`config.mk`:
```
export PLATFORM = sky130hd
export DESIGN_NAME = event_counter_timer
export DESIGN_NICKNAME = d
export VERILOG_FILES = /design/src/shared/evt_timer_pkg.sv /design/src/hw/evt_input_filter.sv /design/src/hw/evt_down_counter.sv /design/src/hw/event_counter_timer.sv
export SDC_FILE = /design/constraint.sdc
export NUM_CORES = 1
export LEC_CHECK = 0
export ABC_AREA = 1
export BUFFER_PORTS_ARGS = -buffer_cell sky130_fd_sc_hd__buf_2
export CAP_MARGIN = 30
export CORE_UTILIZATION = 50
export DETAILED_ROUTE_END_ITERATION = 8
export GPL_TIMING_DRIVEN = 0
export MAX_ROUTING_LAYER = met4
export PLACE_DENSITY = 0.73
export SLEW_MARGIN = 30
export SYNTH_ARGS = -nofsm -noshare
export SYNTH_HDL_FRONTEND = slang
export SYNTH_HIERARCHICAL = 1
export SYNTH_SLANG_ARGS = --single-unit
```
`constraint.sdc`:
```
create_clock -name ref_clk -period 2.7 [get_ports ref_clk]
set_input_delay 0.81 -clock ref_clk [delete_from_list [all_inputs] [get_ports ref_clk]]
set_output_delay 0.81 -clock ref_clk [all_outputs]
set_load 0.05 [all_outputs]
```
`src/shared/evt_timer_pkg.sv`:
```
// package: register map, field positions, reset values and timing for the event counter timer
package evt_timer_pkg;
  // register word offsets (byte addresses, one 32-bit word each)
  localparam logic [7:0] OFF_CTRL = 8'h00;
  localparam logic [7:0] OFF_IOCTRL = 8'h04;
  localparam logic [7:0] OFF_MODE = 8'h08;
  localparam logic [7:0] OFF_PRESCALE = 8'h0c;
  localparam logic [7:0] OFF_MAIN = 8'h10;
  localparam logic [7:0] OFF_IRQ_STATUS = 8'h14;
  localparam logic [7:0] OFF_IRQ_MASK = 8'h18;
  localparam logic [7:0] OFF_PORT_OUT = 8'h1c;
  // control register fields
  localparam int CTRL_RUN_BIT = 0;
  localparam int CTRL_STOP_BIT = 2;
  localparam int CTRL_STATUS_BIT = 1;
  // io control register fields
  localparam int IOC_EDGE_BIT = 0;
  localparam int IOC_OUTEN_BIT = 2;
  localparam int IOC_PINSEL_BIT = 3;
  localparam int IOC_FILT_LO_BIT = 4;
  localparam int IOC_FILT_HI_BIT = 5;
  // interrupt status bits
  localparam int IRQ_UNDERFLOW_BIT = 0;
  // reset values
  localparam logic [7:0] RST_COUNT = 8'hff;
  localparam logic [7:0] RST_IOCTRL = 8'h00;
  // filter: samples that must agree
  localparam int FILT_SAMPLES = 3;
  // filter sampling periods in system clocks (coarse choices)
  localparam logic [7:0] FILT_DIV_FAST = 8'h01;
  localparam logic [7:0] FILT_DIV_MID = 8'h08;
  localparam logic [7:0] FILT_DIV_SLOW = 8'h20;

  typedef struct packed {
    logic filtHigh;
    logic filtLow;
    logic pinSel;
    logic outEnable;
    logic edgeSel;
  } io_cfg_t;

  typedef struct packed {
    logic [7:0] addr;
    logic [31:0] wdata;
    logic wr;
    logic rd;
  } reg_req_t;
endpackage : evt_timer_pkg

```
`src/hw/evt_input_filter.sv`:
```
// input stage: pin select, digital noise filter and active edge detector
`timescale 1ns/1ps
module evt_input_filter (
  input wire logic ref_clk,
  input wire logic resetn,
  input wire logic pinA,
  input wire logic pinB,
  input wire evt_timer_pkg::io_cfg_t cfg,
  output logic level,
  output logic eventPulse
);
  typedef enum logic [2:0] {
    FS_FAST = 3'b001,
    FS_MID = 3'b010,
    FS_SLOW = 3'b100
  } filt_rate_t;

  logic [7:0] divCnt_r;
  logic [evt_timer_pkg::FILT_SAMPLES-1:0] samp_r;
  logic level_r;
  logic prevLevel_r;
  filt_rate_t rate;
  logic [7:0] divLimit;
  logic filtOn;
  logic rawPin;
  logic sampleTick;
  logic allHigh;
  logic allLow;
  logic levelNxt;
  logic edgeSeen;

  assign rawPin = cfg.pinSel ? pinB : pinA;
  assign filtOn = cfg.filtLow | cfg.filtHigh;
  assign rate = cfg.filtHigh ? (cfg.filtLow ? FS_SLOW : FS_MID) : FS_FAST;
  assign divLimit = (rate == FS_SLOW) ? evt_timer_pkg::FILT_DIV_SLOW :
                    (rate == FS_MID) ? evt_timer_pkg::FILT_DIV_MID : evt_timer_pkg::FILT_DIV_FAST;
  assign sampleTick = (divCnt_r >= divLimit - 8'h01);
  assign allHigh = &samp_r;
  assign allLow = ~|samp_r;
  assign levelNxt = !filtOn ? rawPin : (allHigh ? 1'b1 : (allLow ? 1'b0 : level_r));
  // edge select: 0 rising, 1 falling
  assign edgeSeen = cfg.edgeSel ? (prevLevel_r & ~level_r) : (~prevLevel_r & level_r);

  always_ff @(posedge ref_clk or negedge resetn) begin
    if (!resetn) begin
      divCnt_r <= 8'h00;
      samp_r <= '0;
    end else begin
      divCnt_r <= sampleTick ? 8'h00 : divCnt_r + 8'h01;
      if (sampleTick) begin
        samp_r <= {samp_r[evt_timer_pkg::FILT_SAMPLES-2:0], rawPin};
      end
    end
  end

  always_ff @(posedge ref_clk or negedge resetn) begin
    if (!resetn) begin
      level_r <= 1'b0;
      prevLevel_r <= 1'b0;
    end else begin
      level_r <= levelNxt;
      prevLevel_r <= level_r;
    end
  end

  assign level = level_r;
  assign eventPulse = edgeSeen;
endmodule : evt_input_filter

```
`src/hw/evt_down_counter.sv`:
```
// one reloadable down counter stage with underflow pulse
`timescale 1ns/1ps
module evt_down_counter #(
  parameter int WIDTH = 8
) (
  input wire logic ref_clk,
  input wire logic resetn,
  input wire logic tick,
  input wire logic load,
  input wire logic [WIDTH-1:0] loadValue,
  output logic [WIDTH-1:0] count,
  output logic underflow
);
  if (WIDTH < 2 || WIDTH > 16) begin : gWidthCheck
    $error("evt_down_counter: WIDTH out of range");
  end

  logic [WIDTH-1:0] reload_r;
  logic [WIDTH-1:0] count_r;
  logic [WIDTH-1:0] count_nxt;
  logic atZero;

  assign atZero = (count_r == '0);
  assign underflow = tick & atZero & ~load;
  // reload on underflow and carry on counting
  assign count_nxt = load ? loadValue : (tick ? (atZero ? reload_r : count_r - 1'b1) : count_r);

  always_ff @(posedge ref_clk or negedge resetn) begin
    if (!resetn) begin
      reload_r <= {WIDTH{1'b1}};
      count_r <= {WIDTH{1'b1}};
    end else begin
      if (load) begin
        reload_r <= loadValue;
      end
      count_r <= count_nxt;
    end
  end

  assign count = count_r;
endmodule : evt_down_counter

```
`src/hw/event_counter_timer.sv`:
```
// event counter timer: register slave, prescaler and main counter cascade, pulse output, interrupt
`timescale 1ns/1ps
// Overview of operation
// - count source is active edges of the external signal on the event pin
// - decrement per event; on underflow reload and continue counting
// - events per underflow equal (prescaler+1) times (main+1)
// - writing one to the run bit starts counting
// - writing zero to the run bit halts counting
// - writing one to the force stop bit halts counting
// - every main counter underflow sets the interrupt status; timerIrq rises only while the mask bit is set
// - reading prescaler and main count registers returns current counts
// - count write while stopped loads reload register and counter
// - count write while running also loads reload register and counter
// - edge polarity bit picks rising or falling active edge
// - pin select bit picks which of two pins carries the event
// - output enable bit toggles inverted pulse pin at each underflow
// - filter bits enable the noise filter and choose its sample rate
// - writing the mode register sets pulse pin to its starting level
// - event pin still feeds the external interrupt line while counting
module event_counter_timer (
  input wire logic ref_clk,
  input wire logic resetn,
  input wire logic [7:0] regAddr,
  input wire logic [31:0] regWdata,
  input wire logic regWr,
  input wire logic regRd,
  output logic [31:0] regRdata,
  input wire logic portPinAltA,
  input wire logic portPinAltB,
  output logic externalInterruptLine,
  output logic invertedPulsePin,
  output logic invertedPulseOe,
  output logic timerIrq
);
  //////////////////////////////////////////////////////////////////////////////
  evt_timer_pkg::reg_req_t req;
  evt_timer_pkg::io_cfg_t ioCfg_r;
  logic run_r;
  logic pulseLevel_r;
  logic portOut_r;
  logic irqStatus_r;
  logic irqMask_r;
  logic [31:0] rdata_r;
  logic [7:0] preCount;
  logic [7:0] mainCount;
  logic preUnder;
  logic mainUnder;
  logic evtPulse;
  logic evtLevel;
  logic selCtrl;
  logic selIoc;
  logic selMode;
  logic selPre;
  logic selMain;
  logic selStat;
  logic selMask;
  logic selPort;
  logic wrCtrl;
  logic wrPre;
  logic wrMain;
  logic runNxt;
  logic preTick;
  logic irqNxt;
  logic [31:0] rdMux;

  assign req = '{addr: regAddr, wdata: regWdata, wr: regWr, rd: regRd};

  assign selCtrl = (req.addr == evt_timer_pkg::OFF_CTRL);
  assign selIoc = (req.addr == evt_timer_pkg::OFF_IOCTRL);
  assign selMode = (req.addr == evt_timer_pkg::OFF_MODE);
  assign selPre = (req.addr == evt_timer_pkg::OFF_PRESCALE);
  assign selMain = (req.addr == evt_timer_pkg::OFF_MAIN);
  assign selStat = (req.addr == evt_timer_pkg::OFF_IRQ_STATUS);
  assign selMask = (req.addr == evt_timer_pkg::OFF_IRQ_MASK);
  assign selPort = (req.addr == evt_timer_pkg::OFF_PORT_OUT);
  assign wrCtrl = req.wr & selCtrl;
  assign wrPre = req.wr & selPre;
  assign wrMain = req.wr & selMain;

  //////////////////////////////////////////////////////////////////////////////
  // run control: stop bit wins over run bit in the same write
  assign runNxt = !wrCtrl ? run_r :
                  req.wdata[evt_timer_pkg::CTRL_STOP_BIT] ? 1'b0 :
                  req.wdata[evt_timer_pkg::CTRL_RUN_BIT];

  always_ff @(posedge ref_clk or negedge resetn) begin
    if (!resetn) begin
      run_r <= 1'b0;
    end else begin
      run_r <= runNxt;
    end
  end

  //////////////////////////////////////////////////////////////////////////////
  always_ff @(posedge ref_clk or negedge resetn) begin
    if (!resetn) begin
      ioCfg_r <= evt_timer_pkg::io_cfg_t'(evt_timer_pkg::RST_IOCTRL[4:0]);
    end else if (req.wr && selIoc) begin
      ioCfg_r <= '{filtHigh: req.wdata[evt_timer_pkg::IOC_FILT_HI_BIT],
                   filtLow: req.wdata[evt_timer_pkg::IOC_FILT_LO_BIT],
                   pinSel: req.wdata[evt_timer_pkg::IOC_PINSEL_BIT],
                   outEnable: req.wdata[evt_timer_pkg::IOC_OUTEN_BIT],
                   edgeSel: req.wdata[evt_timer_pkg::IOC_EDGE_BIT]};
    end
  end

  evt_input_filter uFilter (
    .ref_clk(ref_clk),
    .resetn(resetn),
    .pinA(portPinAltA),
    .pinB(portPinAltB),
    .cfg(ioCfg_r),
    .level(evtLevel),
    .eventPulse(evtPulse)
  );

  // pin keeps feeding the external interrupt line regardless of counting
  assign externalInterruptLine = evtLevel;

  //////////////////////////////////////////////////////////////////////////////
  // cascade: prescaler counts events, main counts prescaler underflows
  assign preTick = run_r & evtPulse;

  evt_down_counter #(.WIDTH(8)) uPre (
    .ref_clk(ref_clk),
    .resetn(resetn),
    .tick(preTick),
    .load(wrPre),
    .loadValue(req.wdata[7:0]),
    .count(preCount),
    .underflow(preUnder)
  );

  evt_down_counter #(.WIDTH(8)) uMain (
    .ref_clk(ref_clk),
    .resetn(resetn),
    .tick(preUnder),
    .load(wrMain),
    .loadValue(req.wdata[7:0]),
    .count(mainCount),
    .underflow(mainUnder)
  );

  //////////////////////////////////////////////////////////////////////////////
  // pulse output, inverted polarity, toggles per underflow
  always_ff @(posedge ref_clk or negedge resetn) begin
    if (!resetn) begin
      pulseLevel_r <= 1'b1;
      portOut_r <= 1'b0;
    end else begin
      if (req.wr && selMode) begin
        pulseLevel_r <= 1'b1;
      end else if (mainUnder) begin
        pulseLevel_r <= ~pulseLevel_r;
      end
      if (req.wr && selPort) begin
        portOut_r <= req.wdata[0];
      end
    end
  end

  assign invertedPulsePin = ioCfg_r.outEnable ? pulseLevel_r : portOut_r;
  assign invertedPulseOe = 1'b1;

  //////////////////////////////////////////////////////////////////////////////
  // interrupt: set wins over write-one-to-clear
  assign irqNxt = mainUnder | (irqStatus_r & ~(req.wr & selStat &
                  req.wdata[evt_timer_pkg::IRQ_UNDERFLOW_BIT]));

  always_ff @(posedge ref_clk or negedge resetn) begin
    if (!resetn) begin
      irqStatus_r <= 1'b0;
      irqMask_r <= 1'b0;
    end else begin
      irqStatus_r <= irqNxt;
      if (req.wr && selMask) begin
        irqMask_r <= req.wdata[evt_timer_pkg::IRQ_UNDERFLOW_BIT];
      end
    end
  end

  assign timerIrq = irqStatus_r & irqMask_r;

  //////////////////////////////////////////////////////////////////////////////
  // read path, one cycle latency, unmapped reads as zero
  assign rdMux = selCtrl ? {29'h0, 1'b0, run_r, run_r} :
                 selIoc ? {26'h0, ioCfg_r.filtHigh, ioCfg_r.filtLow, ioCfg_r.pinSel, ioCfg_r.outEnable, 1'b0,
                           ioCfg_r.edgeSel} :
                 selMode ? 32'h0 :
                 selPre ? {24'h0, preCount} :
                 selMain ? {24'h0, mainCount} :
                 selStat ? {31'h0, irqStatus_r} :
                 selMask ? {31'h0, irqMask_r} :
                 selPort ? {31'h0, portOut_r} : 32'h0;

  always_ff @(posedge ref_clk or negedge resetn) begin
    if (!resetn) begin
      rdata_r <= 32'h0;
    end else begin
      rdata_r <= req.rd ? rdMux : 32'h0;
    end
  end

  assign regRdata = rdata_r;
endmodule : event_counter_timer

```
==> flow_summary.ini, run 1 <==
[critical_path]
crit_buf_inv = 6
path_class = in2reg
critPathMaxStageDelay_ns = 0.20
cp_data_required_time_ns = 2.98
r2r_start = uFilter/level
worst-r2r-setup-slack_ns = 0.24
crit_fanout = 9
crit_arrival_ns = 2.87
critPathCaptureType = flop
critical-path-top-delay-family = simple AND/OR/NAND/NOR gates
rr_worst_depth = 16
crit_path_start_kind = input port
r2r-end = pulseLevel_r
cp_cell_sequence = buf_2, nor2_2, nand2_2, inv_1, nand2_4, nor2_1, clkbuf_4, nor2_4, clkinvlp_4, nor3_4, inv_1, nor2_4, clkinvlp_4, nor3_4, xnor2_1, nand2_1
crit_path_top_delay_cell = clkbuf_4

[power]
switching_power_mw = 1.31
leakagePower_nw = 2.55
p_sw_share_pct = 38.0
pwr-share-seq_pct = 42.6
powerDensity_nw_per_um2 = 741
pwr-share-clk_pct = 26.0
power_frac_comb_pct = 31.4
internal_power_mw = 2.13
ir_worst_vdd_mv = 0.512

[clock_network]
h-tree-depth = 3
holdBufCountCts = 0
cts_tree = built
cts_sinks = 63
clockBufferDepth = 2
clkTransAtPathRegs_ns = 0.07
clockRootBuffer = clkbuf_8
cts_buffers = 9
clk_latency_ns = 0.34

[floorplan]
fp.dieH_um = 91.0
start_util_pct = 51.6
die_area_um2 = 8290
fp-row-count = 32
fp.dieW_um = 91.0
ios = 82
core_area_um2 = 7690

[routing]
wl_per_cell_um = 12.9
wl_met1_mm = 3.86
wirelength_mm = 8.63
met2_length_mm = 4.20
drtIter0Drc = 143
dr_total_vias = 3216
met3WireLength_um = 501
dr.pass1.iters = 4
antenna_left = 0
avgViaCountPerCell = 4.81
drcViolationCount = 0
routed.top_layer = met4

[yosys]
yosysWarnings = 6
synthCells = 489
syn_area_um2 = 3960
ys_seq_area_share_pct = 40.8
ys_types = 38
ys_seq_elements = 63
avgSynthCellArea_um2 = 8.11

[timing]
finalMaxSlewViolations = 0
max_slew.worst_pin.slew_ns = 0.772
min_period_ns = 2.59
min_period_over_period_pct = 95.9
finalSetupTns_ns = 0
setup_violations = 0
skew_ns = 0.00777
slew-limit-headroom_pct = 48.6
hold_viol_final = 0
max_freq_ghz = 0.386

[flow_run]
cap_violations = 0

[global_route]
grt_pass1_wl_mm = 14.9
gr-total-overflow = 0
grt_max_degree = 64
grt.total_usage_pct = 23.5
grt_pass1_vias = 3088
antenna_found_initial = 0

[cells_and_area]
stdcell_area_um2 = 4640
areaGrowthSynthToFinish_pct = 17.2
post-route-util_pct = 60.4
instances_no_fill = 669
nets = 619
drive_above_1_share_pct = 30.3
n_antenna_cell = 0

[placed_design]
postPlaceCellArea_um2 = 4340
dpl.cell_count = 646
place.gp.congestion = 0.927
place_hpwl_mm = 6.29
portBuffers = 32

[hold_path]
min_path_type = reg2reg
worstHoldStart = uFilter/level
hold_path_depth = 0
hold_path_end = uFilter/prevLevel_r

[outcome]
status = finished, final reports clean
-- cells by family after synthesis --
group	synth area share (%)
compound gates	8.96
mux	1.70
xor+xnor	1.77
flops	40.8
simple gates	31.4
buf+inv	11.5
fa+ha+maj	3.47
other cells	0.379
-- what timing repair did --
action	CTS	global route
endpoints found under the setup margin	2	2
gates resized for setup	2	6
gates cloned	0	0
setup buffers	0	7
pin swaps	0	4
-- worst register-to-register path: cells and delay by family (launching register included) --
family,cells,cell delay [ns]
AND/OR/NAND/NOR,8,1.01
AO/OA/AOI/OAI,1,0.14
XOR/XNOR,1,0.14
buffers and inverters,6,0.73
flip-flops,1,0.36
-- cell usage in the layout (no fill, tap or decap), types with 4 or more instances in the layout --
master	Yosys	layout
inv_2	8	8
nor2_1	20	20
clkbuf_8	0	9
ha_1	11	11
o21ai_0	24	24
nand2_2	5	4
nand2_4	7	8
nand2_1	126	126
or2_1	4	4
nor2_4	8	8
nand3_1	45	45
inv_1	58	56
xor2_1	4	4
dfrtp_1	30	30
a21oi_1	16	16
dfstp_2	33	33
conb_1	4	27
nor2_2	11	11
buf_4	25	33
buf_2	4	34
a21boi_0	9	9
xnor2_1	4	4
-- cells in the mapped netlist (all sizes together) --
cell type	count	area (um^2)
o31ai	1	7.51
buf	29	208
or2	6	40.0
nand3	47	260
nand4	1	6.26
nor3	6	41.3
ha	11	138
a21boi	11	82.6
nand3b	2	15.0
nor2	41	274
a21oi	16	80.1
conb	4	15.0
xnor2	4	35.0
nor3b	2	25.0
mux2	5	67.6
xor2	4	35.0
o21a	1	7.51
o211ai	3	22.5
o21ai	27	135
nand2	138	583
dfstp	33	867
a211oi	1	20.0
inv	66	248
dfrtp	30	751
-- worst max path at each step --
stage / startpoint / endpoint / depth (start not counted) / slack [ns]
after detailed placement: regAddr[0] / pulseLevel_r / 16 / -0.52
after global placement: regAddr[5] / pulseLevel_r / 16 / -0.55
after CTS: regAddr[0] / pulseLevel_r / 16 / 0.04
after floorplan: regAddr[0] / pulseLevel_r / 15 / 0.06
after global routing: regAddr[5] / uMain/count[5] / 17 / -0.03
final: regAddr[5] / pulseLevel_r / 16 / 0.11
-- layer usage --
| metal | global-route usage [%] | vias up |
|---|---|---|
| met5 | - | - |
| met4 | 6.22 | 0 |
| met3 | 5.53 | 7 |
| met2 | 36.9 | 80 |
| met1 | 30.5 | 1488 |
| li1 | - | 1641 |
-- sequential cells by signal, indices dropped and copies added (netlist names) --
signal / flops
regRdata: 8
uFilter/divCnt_r: 8
uMain/count: 8
uMain/reload_r: 8
uPre/count: 8
uPre/reload_r: 8
ioCfg_r: 5
uFilter/samp_r: 3
irqMask_r: 1
irqStatus_r: 1
portOut_r: 1
pulseLevel_r: 1
run_r: 1
uFilter/level: 1
uFilter/prevLevel_r: 1
-- per-stage QoR --
| step | power [mW] | setup slack [ns] | hold WS, ns |
|---|---|---|---|
| finish | 3.44 | 0.111 | 0.404 |
| global route | 3.66 | -0.0286 | 0.435 |
| CTS | 3.44 | 0.0357 | 0.411 |
| detailed placement | 2.52 | -0.522 | 0.389 |
| global placement | 2.48 | -0.551 | 0.384 |
| floorplan | 2.26 | 0.0602 | 0.452 |
-- final cells by class --
cell class / instances / area, um^2
Buffer: 29 / 210
Clock buffer: 11 / 131
Clock inverter: 5 / 82.6
Fill cell: 719 / 3040
Inverter: 66 / 255
Multi-Input combinational cell: 354 / 2000
Sequential cell: 63 / 1620
Tap cell: 102 / 128
Timing Repair Buffer: 39 / 215
-- power groups by stage --
stage                     sequential [mW]  clock (mW)  combinational [mW]
after floorplan                      1.40           0               0.860
after detailed placement             1.48           0                1.04
final                                1.47       0.895                1.08
after global placement               1.47           0                1.01
after CTS                            1.46       0.928                1.05
after global routing                 1.49       0.961                1.21
No activity file was read; power rests on OpenSTA's default activity.
==> run 2: changes to the inputs <==
- clock period: 2.7 -> 2.97 ns (I/O delays scaled with it)
==> run 2 against run 1 <==
Compared with the run above: sequential share of layout area up 0.61 points; power down 9.7%; count of clock-buffer cells in the layout unchanged; non-clock buffer count fell by 7; first-iteration DRC count grew 20%; sequential power decreased by 9.5%; critical path depth stayed put; largest cell class unchanged.
==> flow_summary.ini, run 2 (synthesized netlist as in run 1, its figures left out) <==
[floorplan]
fp.dieH_um = 91.0
die_area_um2 = 8290
ios = 82
fp.dieW_um = 91.0
fp-row-count = 32
core_area_um2 = 7690
start_util_pct = 51.6

[routing]
drtIter0Drc = 171
dr.pass1.iters = 4
wirelength_mm = 8.58
dr_total_vias = 3199
avgViaCountPerCell = 4.83
wl_per_cell_um = 13.0
drcViolationCount = 0
antenna_left = 0

[placed_design]
place.gp.congestion = 0.927
place_hpwl_mm = 6.29
postPlaceCellArea_um2 = 4340
portBuffers = 32

[timing]
min_period_ns = 2.78
hold_slack_ns = 0.404
skew_ns = 0.00783
finalMaxSlewViolations = 0
min_period_over_period_pct = 93.6
max_freq_ghz = 0.360
slew-limit-headroom_pct = 48.6
finalSetupTns_ns = 0
setup_violations = 0
hold_viol_final = 0
max_slew.worst_pin.slew_ns = 0.771

[clock_network]
clk_latency_ns = 0.35
cts_tree = built
h-tree-depth = 3
clkTransAtPathRegs_ns = 0.07
cts_buffers = 9
clockRootBuffer = clkbuf_8
clockBufferDepth = 2
cts_sinks = 63

[power]
finalPower_mw = 3.11
ir_worst_vdd_mv = 0.473
leakagePower_nw = 2.49
powerDensity_nw_per_um2 = 681

[critical_path]
r2r_start = uFilter/level
crit_path_frequent_cell = inv_1
cp-endpoint = pulseLevel_r
cp_cell_sequence = buf_2, nor2_2, nand2_2, inv_1, nand2_2, nor2_1, buf_2, nor2_4, inv_1, nor3_2, inv_1, nor2_4, inv_1, nor3_2, xnor2_1, nand2_1
crit_path_top_delay_cell = nor3_2
critPathMaxStageDelay_ns = 0.29
critical-path-top-delay-family = simple AND/OR/NAND/NOR gates
crit_buf_inv = 6
r2r-end = pulseLevel_r
crit_fanout = 9
crit_start = regAddr[5]
rr_worst_depth = 16
cp_num_cells = 16
crit_path_start_kind = input port
path_class = in2reg
critPathCaptureType = flop
cp_data_required_time_ns = 3.25
crit_arrival_ns = 3.06
worst-r2r-setup-slack_ns = 0.42

[global_route]
gr-usage-met2_pct = 36.5
grt_max_degree = 64
antenna_found_initial = 0
grt.total_usage_pct = 23.3
grt_pass1_vias = 3077
met3_usage_pct = 5.53
gr-total-overflow = 0
busiest_layer = met2
grt_pass1_wl_mm = 14.8
globalRouteMet1Util_pct = 30.5

[cells_and_area]
areaGrowthSynthToFinish_pct = 15.2
n_antenna_cell = 0
multiInputGateArea_um2 = 1990
regArea_um2 = 1620
layout_commonest_cell = nand2_1
nets = 612
mostFrequentLayoutCells = nand2_1, inv_1, nand3_1, buf_2, dfstp_2
drive_above_1_share_pct = 29.1
stdcell_area_um2 = 4560
fillCellCount = 728

[hold_path]
min_path_type = reg2reg
worstHoldStart = uFilter/level

[outcome]
status = finished, final reports clean

[flow_run]
cap_violations = 0
run 2: where the power goes:
part	leakage, nW	switching [mW]	internal (mW)
clock network	0.107	0.344	0.474
registers	0.742	0.237	1.10
logic	1.64	0.603	0.353
total	2.49	1.18	1.92
run 2: through the flow:
step	setup slack [ns]	cells	util [%]
floorplan	0.249	512	-
global placement	-0.362	646	56.4
detailed placement	-0.333	646	56.5
CTS	0.0220	662	59.2
global route	-0.0147	662	59.4
finish	0.191	662	59.4
run 2: layout make-up:
cell class	count	share of cell area [%]
Buffer	29	4.55
Clock buffer	11	2.88
Clock inverter	5	1.81
Inverter	66	5.43
Multi-Input combinational cell	354	43.5
Sequential cell	63	35.4
Tap cell	102	2.80
Timing Repair Buffer	32	3.56
run 2: worst register-to-register path: stages, from the launching register on:
cell and delay, ns:
dfrtp_1 0.36, inv_1 0.08, nor2_1 0.11, nor2_1 0.05, a21oi_1 0.14, nand2_1 0.08
inv_1 0.12, inv_1 0.09, nor2_4 0.12, inv_1 0.14, nor3_2 0.28, inv_1 0.11
nor2_4 0.13, inv_1 0.15, nor3_2 0.29, xnor2_1 0.15, nand2_1 0.07
run 2: layer usage:
metal	part of all wire [%]	routed length, um
met2	47	4070
met1	46	3950
met5	0	0
met4	1.1	91
met3	5.4	466
run 2: repair_timing:
action	4_1_cts	5_1_grt
setup buffers	0	0
endpoints found under the setup margin	0	2
hold buffers	0	0
gates resized for setup	0	2
run 2: worst min path at each step:
stage / endpoint / cells after the start
2_1_floorplan: uFilter/divCnt_r[0] / 1
3_3_place_gp: uFilter/prevLevel_r / 0
3_5_place_dp: uFilter/prevLevel_r / 0
4_1_cts: uFilter/prevLevel_r / 0
5_1_grt: uFilter/prevLevel_r / 0
6_report: uFilter/prevLevel_r / 0
==> run 3: changes to the inputs <==
- ABC_AREA: 1 -> unset
- CAP_MARGIN: 30 -> unset
==> run 3 against run 2 <==
Compared with the run above: non-clock buffer count increased by 5; count of clock-buffer cells in the layout increased by 3; final cell count decreased by 22%; global-route usage decreased by 1.7 points; sequential share of layout area increased by 1.5 points; maximum frequency decreased by 0.92%; first-iteration DRC count decreased by 19%; power decreased by 19%; combinational power decreased by 39%; via count decreased by 13%; wire length decreased by 11%; synthesized area decreased by 5.2%.
==> flow_summary.ini, run 3 <==
[flow_run]
cap_violations = 0

[timing]
max_slew.worst_pin.slew_ns = 0.744
hold_viol_final = 0
min_period_ns = 2.80
min_period_over_period_pct = 94.4
rsz0062_at_grt = false
setup_violations = 0
max_freq_ghz = 0.357
finalMaxSlewViolations = 0
slew-limit-headroom_pct = 50.4
skew_ns = 0.00812

[hold_path]
min_path_type = reg2reg
hold_path_depth = 0
worstHoldStart = uFilter/level
hold_path_end = uFilter/prevLevel_r

[placed_design]
portBuffers = 31
place_hpwl_mm = 5.54
postPlaceCellArea_um2 = 4130
place.gp.congestion = 0.864

[routing]
wl_met1_mm = 3.62
dr_total_vias = 2774
avgViaCountPerCell = 5.37
routed.top_layer = met4
met3WireLength_um = 366
wirelength_mm = 7.65
drtIter0Drc = 138
drcViolationCount = 0
antenna_left = 0
wl_per_cell_um = 14.8
dr.pass1.iters = 4
met2_length_mm = 3.55

[cells_and_area]
drive_above_1_share_pct = 40.0
n_antenna_cell = 0
layout_commonest_cell = dfstp_2
mostFrequentLayoutCells = dfstp_2, buf_2, dfrtp_1, mux2_2, conb_1
areaGrowthSynthToFinish_pct = 16.4
nets = 470
post-route-util_pct = 60.3
stdcell_area_um2 = 4370

[yosys]
ys_top_cells_by_count = dfstp_2, dfrtp_1, mux2_2
muxShareOfSynthArea_pct = 11.0
synthXorXnorAreaFrac_pct = 2.80
async_flop_share_pct = 100
synthCells = 348
avgSynthCellArea_um2 = 10.8
yosysTopAreaCell = dfstp_2
synth-edff-count = 0
synth_area_leaders = dfstp_2, dfrtp_1, mux2_2, buf_4, ha_1
synthFlopType = dfstp_2
synth_top_area_share_pct = 23.1
yosysMostFrequentCell = dfstp_2
synth-simple-area-share_pct = 16.5
synth_compound_area_share_pct = 14.3
yosysWarnings = 6
synth_top_family_by_area = simple AND/OR/NAND/NOR gates
ys_seq_area_share_pct = 43.0
ys_seq_elements = 63
synth_fa_ha_area_share_pct = 3.66
ys_types = 57
syn_area_um2 = 3760

[critical_path]
crit_fanout = 10
cp_cell_sequence = buf_2, or3_4, nor3_4, buf_6, and3_2, nand2b_1, nor2_1, nand2b_1, nor2_1, xor2_1, a31o_2
crit_path_start_kind = input port
r2r-end = pulseLevel_r
r2r_start = uPre/count[4]
rr_worst_depth = 8
crit_arrival_ns = 3.09
cp_num_cells = 11
cp_data_required_time_ns = 3.25
crit_path_top_delay_cell = or3_4
critPathCaptureType = flop
worst-r2r-setup-slack_ns = 0.69
critPathMaxStageDelay_ns = 0.42
path_class = in2reg
critical-path-top-delay-family = simple AND/OR/NAND/NOR gates
crit_buf_inv = 2

[floorplan]
start_util_pct = 51.8
die_area_um2 = 7870
fp-row-count = 31
core_area_um2 = 7250
fp.dieW_um = 88.7
fp.dieH_um = 88.7
ios = 82

[clock_network]
h-tree-depth = 3
cts_sinks = 63
clk_latency_ns = 0.35
clockBufferDepth = 2
cts_tree = built
clockRootBuffer = clkbuf_8
clkTransAtPathRegs_ns = 0.07
cts_buffers = 9

[power]
powerDensity_nw_per_um2 = 579
leakagePower_nw = 2.10
ir_worst_vdd_mv = 0.221

[global_route]
grt_max_degree = 64
gr-total-overflow = 0
antenna_found_initial = 0
grt.total_usage_pct = 21.6
grt_pass1_vias = 2464
grt_pass1_wl_mm = 12.4

[outcome]
status = finished, final reports clean
## run 3: layout make-up
type                            count  area, um^2
Timing Repair Buffer               31         158
Sequential cell                    63        1620
Tap cell                           99         124
Clock inverter                      2        60.1
Clock buffer                       14         183
Multi-Input combinational cell    258        1920
Inverter                           15        56.3
Fill cell                         620        2880
Buffer                             35         258
## run 3: where the power goes
| part | switching, mW | leakage [nW] | internal [mW] |
|---|---|---|---|
| Combinational | 0.323 | 1.23 | 0.265 |
| Sequential | 0.0884 | 0.745 | 0.960 |
| Clock | 0.330 | 0.123 | 0.565 |
## run 3: layer usage
metal	GRT usage, %	vias up
met5	-	-
met4	7.62	0
met3	4.48	10
met2	31.9	71
met1	29.5	1358
li1	-	1335
## run 3: worst reg2reg max path, delay by kind of cell (launching register included)
| family | cells | cell delay [ns] |
|---|---|---|
| buffers and inverters | 1 | 0.17 |
| AND/OR/NAND/NOR | 5 | 1.32 |
| XOR/XNOR | 1 | 0.09 |
| AO/OA/AOI/OAI | 1 | 0.22 |
| flip-flops | 1 | 0.41 |
## run 3: metrics by stage
stage / instances / total power [mW] / hold WS [ns] / setup TNS [ns] / worst slack [ns]
6_report: 517 / 2.53 / 0.461 / 0 / 0.165
5_1_grt: 517 / 2.65 / 0.491 / 0 / 0.0183
3_5_place_dp: 501 / 1.64 / 0.449 / -4.08 / -0.239
4_1_cts: 517 / 2.55 / 0.465 / 0 / 0.133
3_3_place_gp: 501 / 1.63 / 0.442 / -3.09 / -0.189
2_1_floorplan: 371 / 1.51 / 0.448 / 0 / 0.245
## run 3: cells by family (layout without fill, tap and decap cells)
logic type      Yosys count  count (layout)
flops                    63              63
simple gates             98              98
other cells               4              27
buf+inv                  50              97
compound gates           73              73
fa+ha+maj                11              11
xor+xnor                 12              12
mux                      37              37
## run 3: repair_timing
action                     4_1_cts  5_1_grt
setup endpoints to repair        0       17
gates resized for setup          0        3
hold buffers                     0        0
hold endpoints to repair         0        0
setup buffers                    0        0
## run 3: worst max path at each step
stage	to	start	slack, ns
2_1_floorplan	uMain/count[1]	regAddr[7]	0.24
3_3_place_gp	uMain/count[0]	regAddr[7]	-0.19
3_5_place_dp	uPre/count[0]	regAddr[7]	-0.24
4_1_cts	uMain/count[4]	regAddr[7]	0.13
5_1_grt	uMain/count[4]	regAddr[7]	0.02
6_report	pulseLevel_r	regAddr[7]	0.17
